--- src/rtl/adcc_pkg.sv ---
// shared constants of the conversion control block: map, fields, resets, timing
// assumes a 200 MHz system clock and a 32-bit Avalon-MM register bus
`default_nettype none

package adcc_pkg;
  // system clock and conversion clock rates
  localparam int unsigned CLK_HZ = 200_000_000;
  localparam int unsigned RATE0_KHZ = 256;
  localparam int unsigned RATE1_KHZ = 128;
  localparam int unsigned RATE2_KHZ = 64;
  localparam int unsigned RATE3_KHZ = 32;
  // system cycles per conversion clock period (rounded down)
  localparam int unsigned DIV0_CYC = CLK_HZ / (RATE0_KHZ * 1000);
  localparam int unsigned DIV1_CYC = CLK_HZ / (RATE1_KHZ * 1000);
  localparam int unsigned DIV2_CYC = CLK_HZ / (RATE2_KHZ * 1000);
  localparam int unsigned DIV3_CYC = CLK_HZ / (RATE3_KHZ * 1000);
  localparam int unsigned CONV_PERIODS = 12;
  localparam int unsigned RES_BITS = 10;
  localparam int unsigned CHAN_COUNT = 24;

  // register indices; byte address is four times the index
  localparam int unsigned IDX_CHAN_SEL = 'h0A;
  localparam int unsigned IDX_RES_LOW = 'h0B;
  localparam int unsigned IDX_RES_HIGH = 'h0C;
  localparam int unsigned IDX_CLK_CTRL = 'h0D;
  localparam int unsigned IDX_FUNC_EN = 'h10;
  localparam int unsigned IDX_IRQ_STAT = 'h11;
  localparam int unsigned IDX_IRQ_MASK = 'h12;
  localparam logic [7:0] ADDR_CHAN_SEL = 8'(IDX_CHAN_SEL * 4);
  localparam logic [7:0] ADDR_RES_LOW = 8'(IDX_RES_LOW * 4);
  localparam logic [7:0] ADDR_RES_HIGH = 8'(IDX_RES_HIGH * 4);
  localparam logic [7:0] ADDR_CLK_CTRL = 8'(IDX_CLK_CTRL * 4);
  localparam logic [7:0] ADDR_FUNC_EN = 8'(IDX_FUNC_EN * 4);
  localparam logic [7:0] ADDR_IRQ_STAT = 8'(IDX_IRQ_STAT * 4);
  localparam logic [7:0] ADDR_IRQ_MASK = 8'(IDX_IRQ_MASK * 4);

  // field positions
  localparam int unsigned FLAG_BIT = 7;
  localparam int unsigned CHAN_MSB = 4;
  localparam int unsigned EXT_SEL_BIT = 3;
  localparam int unsigned PS_MSB = 1;
  localparam int unsigned LOW_RES_LSB = 6;
  localparam int unsigned IRQ_DONE_BIT = 0;

  // reset values
  localparam logic [7:0] RST_CHAN_SEL = 8'h1F;
  localparam logic [7:0] RST_RESULT = 8'h00;
  localparam logic [7:0] RST_CLK_CTRL = 8'h00;
  localparam logic [7:0] RST_FUNC_EN = 8'h00;
  localparam logic [7:0] RST_IRQ = 8'h00;
endpackage

`default_nettype wire

--- src/rtl/adcc_clkgen.sv ---
// conversion clock tick generator: one pulse per selected conversion period
// assumes i_run rises with a start so the first tick comes one full period later
`default_nettype none

module adcc_clkgen #(
  parameter int unsigned DIV0 = adcc_pkg::DIV0_CYC,
  parameter int unsigned DIV1 = adcc_pkg::DIV1_CYC,
  parameter int unsigned DIV2 = adcc_pkg::DIV2_CYC,
  parameter int unsigned DIV3 = adcc_pkg::DIV3_CYC
) (
  // clock and reset
  input wire logic i_clk_sys,
  input wire logic i_rst_n,
  // control
  input wire logic i_run,
  input wire logic [1:0] i_sel,
  // tick out
  output logic o_tick
);
  logic [15:0] cnt_r;
  logic [15:0] limit;

  // period length picked by the captured prescaler setting
  always_comb begin
    case (i_sel)
      2'h0: limit = 16'(DIV0 - 1);
      2'h1: limit = 16'(DIV1 - 1);
      2'h2: limit = 16'(DIV2 - 1);
      default: limit = 16'(DIV3 - 1);
    endcase
  end

  // free count while running, restart when stopped
  always_ff @(posedge i_clk_sys) begin
    if (!i_rst_n || !i_run) begin
      cnt_r <= 16'h0000;
      o_tick <= 1'b0;
    end else if (cnt_r == limit) begin
      cnt_r <= 16'h0000;
      o_tick <= 1'b1;
    end else begin
      cnt_r <= cnt_r + 16'h0001;
      o_tick <= 1'b0;
    end
  end
endmodule

`default_nettype wire

--- src/rtl/adcc_sar.sv ---
// successive approximation sequencer: sample, ten decisions, transfer
// assumes one tick per conversion period and a filtered comparator level
`default_nettype none

module adcc_sar (
  // clock and reset
  input wire logic i_clk_sys,
  input wire logic i_rst_n,
  // control
  input wire logic i_start,
  input wire logic i_tick,
  input wire logic i_cmp,
  // status and result
  output logic o_busy,
  output logic o_done,
  output logic o_sample,
  output logic [9:0] o_trial,
  output logic [9:0] o_result
);
  typedef enum logic [1:0] {ST_IDLE, ST_SAMPLE, ST_DECIDE, ST_XFER} adcc_sar_state_t;
  adcc_sar_state_t state_r;
  logic [3:0] bit_r;

  // one period sampling, one per bit, one period to hand over
  always_ff @(posedge i_clk_sys) begin
    if (!i_rst_n) begin
      state_r <= ST_IDLE;
      bit_r <= 4'h0;
      o_trial <= 10'h000;
      o_result <= 10'h000;
      o_done <= 1'b0;
      o_busy <= 1'b0;
      o_sample <= 1'b0;
    end else begin
      o_done <= 1'b0;
      case (state_r)
        ST_IDLE: begin
          if (i_start) begin
            state_r <= ST_SAMPLE;
            o_busy <= 1'b1;
            o_sample <= 1'b1;
            o_trial <= 10'h000;
          end
        end
        ST_SAMPLE: begin
          if (i_tick) begin
            state_r <= ST_DECIDE;
            o_sample <= 1'b0;
            bit_r <= 4'h9;
            o_trial <= 10'h200;
          end
        end
        ST_DECIDE: begin
          if (i_tick) begin
            // keep the trial bit when the input is not below the trial level
            o_trial[bit_r] <= i_cmp;
            if (bit_r == 4'h0) begin
              state_r <= ST_XFER;
            end else begin
              o_trial[bit_r - 4'h1] <= 1'b1;
              bit_r <= bit_r - 4'h1;
            end
          end
        end
        ST_XFER: begin
          if (i_tick) begin
            state_r <= ST_IDLE;
            o_result <= o_trial;
            o_done <= 1'b1;
            o_busy <= 1'b0;
          end
        end
        default: state_r <= ST_IDLE;
      endcase
    end
  end
endmodule

`default_nettype wire

--- src/rtl/adcc_top.sv ---
// conversion control: register file on Avalon-MM, channel routing, sequencing
// assumes an analog mux with one enable per pin and a comparator on a pin
//
// Added by the designer: the register offsets and the Avalon-MM register port.
`default_nettype none

module adcc_top #(
  parameter int unsigned DIV0 = adcc_pkg::DIV0_CYC,
  parameter int unsigned DIV1 = adcc_pkg::DIV1_CYC,
  parameter int unsigned DIV2 = adcc_pkg::DIV2_CYC,
  parameter int unsigned DIV3 = adcc_pkg::DIV3_CYC
) (
  // clock and reset
  input wire logic i_clk_sys,
  input wire logic i_rst_n,
  // avalon-mm slave
  input wire logic [7:0] i_avs_address,
  input wire logic i_avs_read,
  input wire logic i_avs_write,
  input wire logic [31:0] i_avs_writedata,
  input wire logic [3:0] i_avs_byteenable,
  output logic [31:0] o_avs_readdata,
  output logic o_avs_waitrequest,
  // interrupt
  output logic o_irq,
  // analog front end
  output logic [23:0] o_ana_chan_en,
  output logic o_ana_sample,
  output logic [9:0] o_ana_dac,
  input wire logic i_ana_cmp
);
  // register state
  logic [7:0] chan_sel_r;
  logic [7:0] res_low_r;
  logic [7:0] res_high_r;
  logic [7:0] clk_ctrl_r;
  logic [7:0] func_en_r;
  logic [7:0] irq_stat_r;
  logic [7:0] irq_mask_r;
  logic [7:0] irq_stat_nxt;

  // captured conversion settings
  logic [4:0] chan_cap_r;
  logic [1:0] ps_cap_r;

  // bus handshake
  logic req;
  logic commit;
  logic wr_ok;
  logic rd_ok;
  logic ext_sel;
  logic hit_conv;
  logic [7:0] rd_byte;

  // per-register write and read strobes
  logic wr_chan;
  logic wr_clk;
  logic wr_func;
  logic wr_mask;
  logic rd_stat;

  // conversion control
  logic start;
  logic sar_busy;
  logic sar_done;
  logic done_d_r;
  logic tick;
  logic sar_sample;
  logic [9:0] sar_trial;
  logic [9:0] sar_result;

  // comparator synchroniser and filter
  logic cmp_s1_r;
  logic cmp_s2_r;
  logic cmp_s3_r;
  logic cmp_r;

  // channel decode
  logic [23:0] chan_hot;

  // a request is accepted at the edge where waitrequest is seen low
  assign req = i_avs_read | i_avs_write;
  assign commit = req & ~o_avs_waitrequest;
  assign wr_ok = commit & i_avs_write & i_avs_byteenable[0];
  assign rd_ok = commit & i_avs_read;

  // converter window shared with other registers, open on extra select
  assign ext_sel = func_en_r[adcc_pkg::EXT_SEL_BIT];
  assign hit_conv = ext_sel;

  // write strobes per register
  assign wr_chan = wr_ok & hit_conv & (i_avs_address == adcc_pkg::ADDR_CHAN_SEL);
  assign wr_clk = wr_ok & hit_conv & (i_avs_address == adcc_pkg::ADDR_CLK_CTRL);
  assign wr_func = wr_ok & (i_avs_address == adcc_pkg::ADDR_FUNC_EN);
  assign wr_mask = wr_ok & (i_avs_address == adcc_pkg::ADDR_IRQ_MASK);
  assign rd_stat = rd_ok & (i_avs_address == adcc_pkg::ADDR_IRQ_STAT);

  // start only on a zero-to-one write of the flag while idle
  assign start = wr_chan & i_avs_writedata[adcc_pkg::FLAG_BIT]
                 & ~chan_sel_r[adcc_pkg::FLAG_BIT] & ~sar_busy;

  // read multiplexer; unmapped or closed window reads zero
  always_comb begin
    rd_byte = 8'h00;
    case (i_avs_address)
      adcc_pkg::ADDR_CHAN_SEL: rd_byte = hit_conv ? chan_sel_r : 8'h00;
      adcc_pkg::ADDR_RES_LOW: rd_byte = hit_conv ? res_low_r : 8'h00;
      adcc_pkg::ADDR_RES_HIGH: rd_byte = hit_conv ? res_high_r : 8'h00;
      adcc_pkg::ADDR_CLK_CTRL: rd_byte = hit_conv ? clk_ctrl_r : 8'h00;
      adcc_pkg::ADDR_FUNC_EN: rd_byte = func_en_r;
      adcc_pkg::ADDR_IRQ_STAT: rd_byte = irq_stat_r;
      adcc_pkg::ADDR_IRQ_MASK: rd_byte = irq_mask_r;
      default: rd_byte = 8'h00;
    endcase
  end

  // one wait cycle, then a single low cycle carrying the answer
  always_ff @(posedge i_clk_sys) begin
    if (!i_rst_n) begin
      o_avs_waitrequest <= 1'b1;
      o_avs_readdata <= 32'h0000_0000;
    end else if (req && o_avs_waitrequest) begin
      o_avs_waitrequest <= 1'b0;
      o_avs_readdata <= {24'h00_0000, rd_byte};
    end else begin
      o_avs_waitrequest <= 1'b1;
      o_avs_readdata <= 32'h0000_0000;
    end
  end

  // channel field and start flag
  always_ff @(posedge i_clk_sys) begin
    if (!i_rst_n) begin
      chan_sel_r <= adcc_pkg::RST_CHAN_SEL;
    end else begin
      if (wr_chan) begin
        chan_sel_r[adcc_pkg::CHAN_MSB:0] <= i_avs_writedata[adcc_pkg::CHAN_MSB:0];
      end
      if (start) begin
        chan_sel_r[adcc_pkg::FLAG_BIT] <= 1'b1;
      end else if (done_d_r) begin
        chan_sel_r[adcc_pkg::FLAG_BIT] <= 1'b0;
      end
    end
  end

  // prescaler setting, upper bits kept at zero
  always_ff @(posedge i_clk_sys) begin
    if (!i_rst_n) begin
      clk_ctrl_r <= adcc_pkg::RST_CLK_CTRL;
    end else if (wr_clk) begin
      clk_ctrl_r[adcc_pkg::PS_MSB:0] <= i_avs_writedata[adcc_pkg::PS_MSB:0];
    end
  end

  // extra register select and interrupt mask
  always_ff @(posedge i_clk_sys) begin
    if (!i_rst_n) begin
      func_en_r <= adcc_pkg::RST_FUNC_EN;
      irq_mask_r <= adcc_pkg::RST_IRQ;
    end else begin
      if (wr_func) begin
        func_en_r <= i_avs_writedata[7:0];
      end
      if (wr_mask) begin
        irq_mask_r <= i_avs_writedata[7:0];
      end
    end
  end

  // capture channel and clock choice at the start write
  always_ff @(posedge i_clk_sys) begin
    if (!i_rst_n) begin
      chan_cap_r <= adcc_pkg::RST_CHAN_SEL[adcc_pkg::CHAN_MSB:0];
      ps_cap_r <= 2'h0;
    end else if (start) begin
      chan_cap_r <= i_avs_writedata[adcc_pkg::CHAN_MSB:0];
      ps_cap_r <= clk_ctrl_r[adcc_pkg::PS_MSB:0];
    end
  end

  // conversion clock from the captured prescaler choice
  adcc_clkgen #(
    .DIV0(DIV0),
    .DIV1(DIV1),
    .DIV2(DIV2),
    .DIV3(DIV3)
  ) u_clkgen (
    .i_clk_sys(i_clk_sys),
    .i_rst_n(i_rst_n),
    .i_run(sar_busy),
    .i_sel(ps_cap_r),
    .o_tick(tick)
  );

  // comparator pin: three stages, change taken when stages two and three agree
  always_ff @(posedge i_clk_sys) begin
    if (!i_rst_n) begin
      cmp_s1_r <= 1'b0;
      cmp_s2_r <= 1'b0;
      cmp_s3_r <= 1'b0;
      cmp_r <= 1'b0;
    end else begin
      cmp_s1_r <= i_ana_cmp;
      cmp_s2_r <= cmp_s1_r;
      cmp_s3_r <= cmp_s2_r;
      if (cmp_s2_r == cmp_s3_r) begin
        cmp_r <= cmp_s3_r;
      end
    end
  end

  // twelve-period successive approximation
  adcc_sar u_sar (
    .i_clk_sys(i_clk_sys),
    .i_rst_n(i_rst_n),
    .i_start(start),
    .i_tick(tick),
    .i_cmp(cmp_r),
    .o_busy(sar_busy),
    .o_done(sar_done),
    .o_sample(sar_sample),
    .o_trial(sar_trial),
    .o_result(sar_result)
  );

  // results move only at completion; flag clears one cycle later
  always_ff @(posedge i_clk_sys) begin
    if (!i_rst_n) begin
      res_low_r <= adcc_pkg::RST_RESULT;
      res_high_r <= adcc_pkg::RST_RESULT;
      done_d_r <= 1'b0;
    end else begin
      done_d_r <= sar_done;
      if (sar_done) begin
        res_low_r <= {sar_result[1:0], 6'h00};
        res_high_r <= sar_result[9:2];
      end
    end
  end

  // one-hot pin enable, held only during a conversion
  genvar gi;
  generate
    for (gi = 0; gi < adcc_pkg::CHAN_COUNT; gi++) begin : g_chan
      assign chan_hot[gi] = sar_busy && (chan_cap_r == 5'(gi));
    end
  endgenerate

  // analog outputs from flops
  always_ff @(posedge i_clk_sys) begin
    if (!i_rst_n) begin
      o_ana_chan_en <= 24'h00_0000;
      o_ana_sample <= 1'b0;
      o_ana_dac <= 10'h000;
    end else begin
      o_ana_chan_en <= chan_hot;
      o_ana_sample <= sar_sample;
      o_ana_dac <= sar_trial;
    end
  end

  // sticky done status: set beats the read clear
  always_comb begin
    irq_stat_nxt = rd_stat ? 8'h00 : irq_stat_r;
    if (done_d_r) begin
      irq_stat_nxt[adcc_pkg::IRQ_DONE_BIT] = 1'b1;
    end
  end

  // status register and interrupt level
  always_ff @(posedge i_clk_sys) begin
    if (!i_rst_n) begin
      irq_stat_r <= adcc_pkg::RST_IRQ;
      o_irq <= 1'b0;
    end else begin
      irq_stat_r <= irq_stat_nxt;
      o_irq <= |(irq_stat_nxt & irq_mask_r);
    end
  end
endmodule

`default_nettype wire

--- config.mk ---
export PLATFORM = sky130hd
export DESIGN_NAME = adcc_top
export DESIGN_NICKNAME = d
export VERILOG_FILES = /design/src/rtl/adcc_pkg.sv /design/src/rtl/adcc_clkgen.sv /design/src/rtl/adcc_sar.sv /design/src/rtl/adcc_top.sv
export SDC_FILE = /design/constraint.sdc
export NUM_CORES = 1
export LEC_CHECK = 0
export BUFFER_PORTS_ARGS = -buffer_cell sky130_fd_sc_hd__buf_4
export CAP_MARGIN = 10
export CORE_ASPECT_RATIO = 2
export CORE_MARGIN = 3
export CORE_UTILIZATION = 35
export DETAILED_ROUTE_END_ITERATION = 10
export GPL_TIMING_DRIVEN = 1
export REMOVE_ABC_BUFFERS = 1
export SYNTH_ARGS = -nofsm -noshare
export SYNTH_HDL_FRONTEND = slang
export SYNTH_SLANG_ARGS = --single-unit
--- constraint.sdc ---
create_clock -name i_clk_sys -period 2.9 [get_ports i_clk_sys]
set_input_delay 0.145 -clock i_clk_sys [delete_from_list [all_inputs] [get_ports i_clk_sys]]
set_output_delay 0.145 -clock i_clk_sys [all_outputs]
set_load 0.02 [all_outputs]
# Yosys cells after proc, flatten, opt, wreduce, memory -nomap -nowiden
# Index checks and enable logic that the tools add are counted.
# word_totals
ff_bits	169
in_bits	49
out_inout_bits	69
wordCells	185
# op_classes
add_sub_neg	2
magnitude_cmp	4
n_eq_ne	43
mux	37
bitwise	19
n_reduce_logical	49
# ops
operator	n
$pmux 8 s7	1
$eq 5x4->1 const B	8
$eq 5x5->1 const B	8
$mux 10	4
$pmux 13 s3	1
$eq 8x6->1 const B	4
$mux 8	4
$pmux 10 s3	1
$logic_and 1x1->1	27
$eq 8x7->1 const B	3
$eq 5x3->1 const B	4
$add 16x1->16 const B	1
$eq 16x13->1	1
$and 1x1->1	13
$mux 2	6
$mux 4	3
$bwmux 10	1
$eq 5x2->1 const B	2
$lt 4x5->1 const B	2
$mux 1	10
$ne 2x2->1 const B	5
$or 10x10->10	1
$and 8x8->8	1
$demux 1 s4	2
25 further kinds	41

# Depth between registers and ports, before layout
# logic_depth
ltp_word	11
ltp_mapped	9
ltp_nobuf	7

# Cells and area by module
# Synthesis repeated with hierarchy kept, for this count alone.
# unflattened
cells_unflattened	723
area_unflattened_um2	6463.7
# by_module_without_submodules
module	instances	cells_each	area_each_um2	seq_area_each_um2
adcc_top	1	403	3898.7	1981.9
adcc_sar	1	217	1672.9	580.6
adcc_clkgen	1	103	892.1	340.3

# Worst setup path after synthesis
# OpenSTA, ideal clock, no wires.
# synth_timing
path_kind	register -> register
from	reg u_sar.bit_r[0]
to	reg u_sar.o_trial[8]
setup_ps	60
arrival_time_ps	1972
required_time_ps	2840
slack_ps	868
stages_incl_launch_ff	8
n_path_buf	0
period_less_slack_ps	2032
path_cell_list	dfxtp_1 inv_1 ha_1 or2_2 o211a_1 or3b_2 a21oi_1 a32o_1
# synth_via
elab_chain_len	9
word_cells_on_any_way	17
# synth_lines
item	line	source
start, declared	adcc_sar.sv:22	logic [3:0] bit_r;
start signal, assigned	adcc_sar.sv:61	bit_r <= bit_r - 4'h1;
$sub 4x1->4 (tied with other cells)	adcc_sar.sv:60	o_trial[bit_r - 4'h1] <= 1'b1;
$lt 4x5->1 (implied by the code) (tied with other cells)	adcc_sar.sv:60	
$logic_and 1x1->1 (implied by the code) / $mux 1 (equally long branches)	adcc_sar.sv:60, adcc_sar.sv:56	
$mux 1 (implied by the code) / $demux 1 s4 (equally long branches)	--	
$demux 1 s4 / $bwmux 10 (equally long branches)	--	
$or 10x10->10 (no source line)	--	
$mux 10 *	adcc_sar.sv:57	if (bit_r == 4'h0) begin
$mux 10 *	adcc_sar.sv:54	if (i_tick) begin
$pmux 10 s3 *	adcc_sar.sv:36	case (state_r)
end signal, assigned by index	adcc_sar.sv:56	o_trial[bit_r] <= i_cmp;
end, declared	adcc_sar.sv:17	output logic [9:0] o_trial,
# Every way passes the cells marked *; elsewhere a longest branch is shown, timed or not. The select of a mux whose other input is x is not followed.
# A chain may end at the register's enable or synchronous reset.

# Final worst setup path
# Ends and elaborated chain as after synthesis.

==> impl_results.md <==
* Final hold violations at 0
* CP Capture Type: register
* Final ANT Viol Nets at 0
* Status: finished, final reports clean
* Hold Path Sink: irq_mask_r[7]$_SDFFE_PN0P_
* Worst-case clock buffer depth at 2
* Most frequent cells in the layout: 145 x dfxtp_1, 89 x nor2_1, 77 x nand2_1, 68 x buf_4, 37 x a21oi_1
* GRT Util Overall at 0.1531
* First-pass DRT Iterations at 4
* Core Rows at 68
* Top FF cell, synth: dfxtp_1
* Antenna violations before repair at 0
* # Post-CTS Setup Buffers at 0
* Largest net degree at the start of global routing at 54
* Layout Skew at 0.006666 ns
* Clk_lat worst skew at 0.42 ns
* Yosys warns at 0
* CTS Buf Count at 17
* Fillers at 1,728
* Syn Inst Count at around 700
* Min-delay src: i_avs_writedata[7]
* Crit Path Max Fanout at 8
* CTS tree: done
* Routed WL at 14,770 um
* Setup TNS at 0 ns
* Htree depth at 4
* Worst reg2reg startpoint: u_sar.bit_r[0]$_SDFFE_PN0P_
* Chip height at 195.1 um
* Post-route insts no fill at about 980
* Die footprint at between 15,000 and 20,000 um2
* Max Cap Violations at 0
* Area grow syn2layout at 18.96%
* Hold/Removal Path Class: in2reg
* Data arrival, critical path at 2.61 ns
* Hold path cells at 3
* Total Power at 4.326 mW
* Root Driver: clkbuf_16
* Area of the multi-input gates at 3024 um2
* Syn Std Cell Area at between 6000 and 7000 um2
* Post-CTS sizing at 0
* Final nets at 820
* VDD IR max at 0.0002779 V
* Detailed placement HPWL at 10,410 um
* Layout cell share with drive strength beyond 1 at 0.1589
* DRC viols at 0
* Post-synth EDFFs at 0
* Effective utilization at floorplan at 0.3588
* Syn avg cell area at between 9 and 10 um2
* Final min period at 2.248 ns
* Diodes inserted at 0
* Sequential fraction of the synthesis area at 0.4639
* Vias in the first global route at between 4,000 and 5,000
* Die width at between 100 and 150 um
* Placed cells at 936
* Total number of vias at 4,985
* Final core occ at 0.4268
* Clock sink count at 145
* Ys async rst share at 0
* Critical Path Start Type: register
* Reg2Reg Depth at 7
* Reg-to-Reg End: u_sar.o_trial[8]$_SDFFE_PN0P_
* Endpoints failing setup at 0
* R2r setup slk at approximately 0.65 ns
* #FFs+latches synth at 145
* Synth cell types at 67
* Remaining global-route overflow at 0
* Worst Path Required at 3.27 ns
* Fmax at 0.4449 GHz
* Placeable Area at between 15,000 and 20,000 um2
* Slew @ Worst Pin at 0.9897 ns
* WS Path Type: reg2reg
* Top Ports at 118
* Slew Viols, Final at 0
* Crit share post-route at 0.7750
* Clock slew at reported path FFs at 0.07 ns
* Port bufs at 66
* Register area at 2903 um2
* Total power density per cell area at 581.1 nW/um2
* Routed len/inst at 15.10 um
* Slew HR at 0.3402
* Gpl congestion at 0.8763
* DRT iter0 DRCs at around 190
* Via density at between 5 and 6
* Commonest non-fill, non-tap cell in the layout: dfxtp_1
* Global-route wire length before repair at between 20,000 and 25,000 um
* RSZ-0062 raised after global routing: false
* Static Leak at 2.941 nW
## flip-flops by register name, summed over array words and instances (netlist names), 2 cells and up
register / count
func_en_r: 8
res_low_r: 2
res_high_r: 8
chan_sel_r: 6
irq_stat_r: 8
chan_cap_r: 5
ps_cap_r: 2
u_clkgen.cnt_r: 16
u_sar.o_result: 10
o_avs_readdata: 8
u_sar.bit_r: 4
u_sar.o_trial: 10
irq_mask_r: 8
clk_ctrl_r: 2
o_ana_dac: 10
o_ana_chan_en: 24
u_sar.state_r: 2
## how the worst max path moves through the flow
stage	from	endpoint	slack, ns	cells past startpoint
after floorplan	u_sar.bit_r[0]$_SDFFE_PN0P_	u_sar.o_trial[8]$_SDFFE_PN0P_	0.87	7
after global placement	i_avs_address[4]	irq_mask_r[5]$_SDFFE_PN0P_	0.69	6
after detailed placement	u_sar.bit_r[0]$_SDFFE_PN0P_	u_sar.o_trial[8]$_SDFFE_PN0P_	0.68	7
after CTS	u_sar.bit_r[0]$_SDFFE_PN0P_	u_sar.o_trial[8]$_SDFFE_PN0P_	0.66	7
after global routing	ps_cap_r[0]$_SDFFE_PN0P_	u_clkgen.cnt_r[10]$_SDFF_PP0_	0.46	7
final	u_sar.bit_r[0]$_SDFFE_PN0P_	u_sar.o_trial[8]$_SDFFE_PN0P_	0.65	7
## power by group
group / leakage, nW / switching (mW) / internal [mW]
combinational: 1.49 / 0.0874 / 0.0408
sequential: 1.17 / 0.00159 / 1.99
clock: 0.283 / 0.895 / 1.31
total: 2.94 / 0.984 / 3.34
## kinds of logic after synthesis
kind of cell | count (synthesis) | share of synthesized area
AND/OR/NAND/NOR | 285 | 0.2250
flip-flops | 145 | 0.4639
AO/OA/AOI/OAI | 125 | 0.1348
buffers and inverters | 73 | 0.06659
multiplexers | 36 | 0.05759
adder cells (fa/ha/maj) | 16 | 0.03199
XOR/XNOR | 14 | 0.01960
other | 1 | 0.0005993
## final cells by class
type	instances	area share
Timing Repair Buffer	78	0.08203
Multi-Input combinational cell	500	0.4063
Tap cell	210	0.03530
Sequential cell	145	0.3900
Clock buffer	19	0.05951
Inverter	13	0.006556
Clock inverter	13	0.02034
## synth_stat cells (all sizes together) (3+ instances only)
cell type	count	share of area
a21oi	37	0.030
o211ai	4	0.0048
mux2i	36	0.058
a32oi	5	0.0070
buf	41	0.047
xor2	7	0.0098
nand4	9	0.011
clkbuf	19	0.011
and2b	3	0.0042
nor3b	5	0.0060
a31oi	4	0.0040
inv	13	0.0078
or3	5	0.0050
ha	16	0.032
nand2b	3	0.0030
nor2	90	0.055
a22oi	12	0.014
nand3	24	0.020
and3	13	0.013
nand3b	5	0.0060
and2	23	0.023
o21ai	23	0.019
a22o	11	0.015
dfxtp	145	0.46
xnor2	7	0.0098
nor2b	3	0.0030
or2	3	0.0030
nand2	78	0.047
a32o	4	0.0064
nor3	11	0.0088
o31ai	9	0.012
## routing by layer
metal  track usage  vias to the layer above  part of all wire
met3       0.03253                       37             0.047
met2        0.2821                      139              0.54
met1        0.1552                     2334              0.38
met4       0.08396                        0             0.035
li1              -                     2475                 -
met5             0                        -                 0
## what timing repair did
item,in CTS,in global routing
hold endpoints to repair,18,0
endpoints found under the setup margin,0,0
hold buffers,10,0
## metrics by stage
stage / hold slack (ns) / cell area [um2] / setup slack (ns)
2_1_floorplan: 0.2069 / 5976 / 0.8679
3_3_place_gp: 0.3563 / 6749 / 0.6906
3_5_place_dp: 0.3613 / 6749 / 0.6843
4_1_cts: 0.00003261 / 7443 / 0.6622
5_1_grt: 0.01406 / 7443 / 0.4598
6_report: 0.009430 / 7443 / 0.6524
## worst max-delay path, stage by stage (launching register included)
cell,delay [ns]
dfxtp_1,0.43
inv_1,0.12
ha_1,0.32
or2_2,0.32
o211a_1,0.23
or3b_2,0.44
a21oi_1,0.16
a32o_1,0.17
No activity file was read; power rests on OpenSTA's default activity.
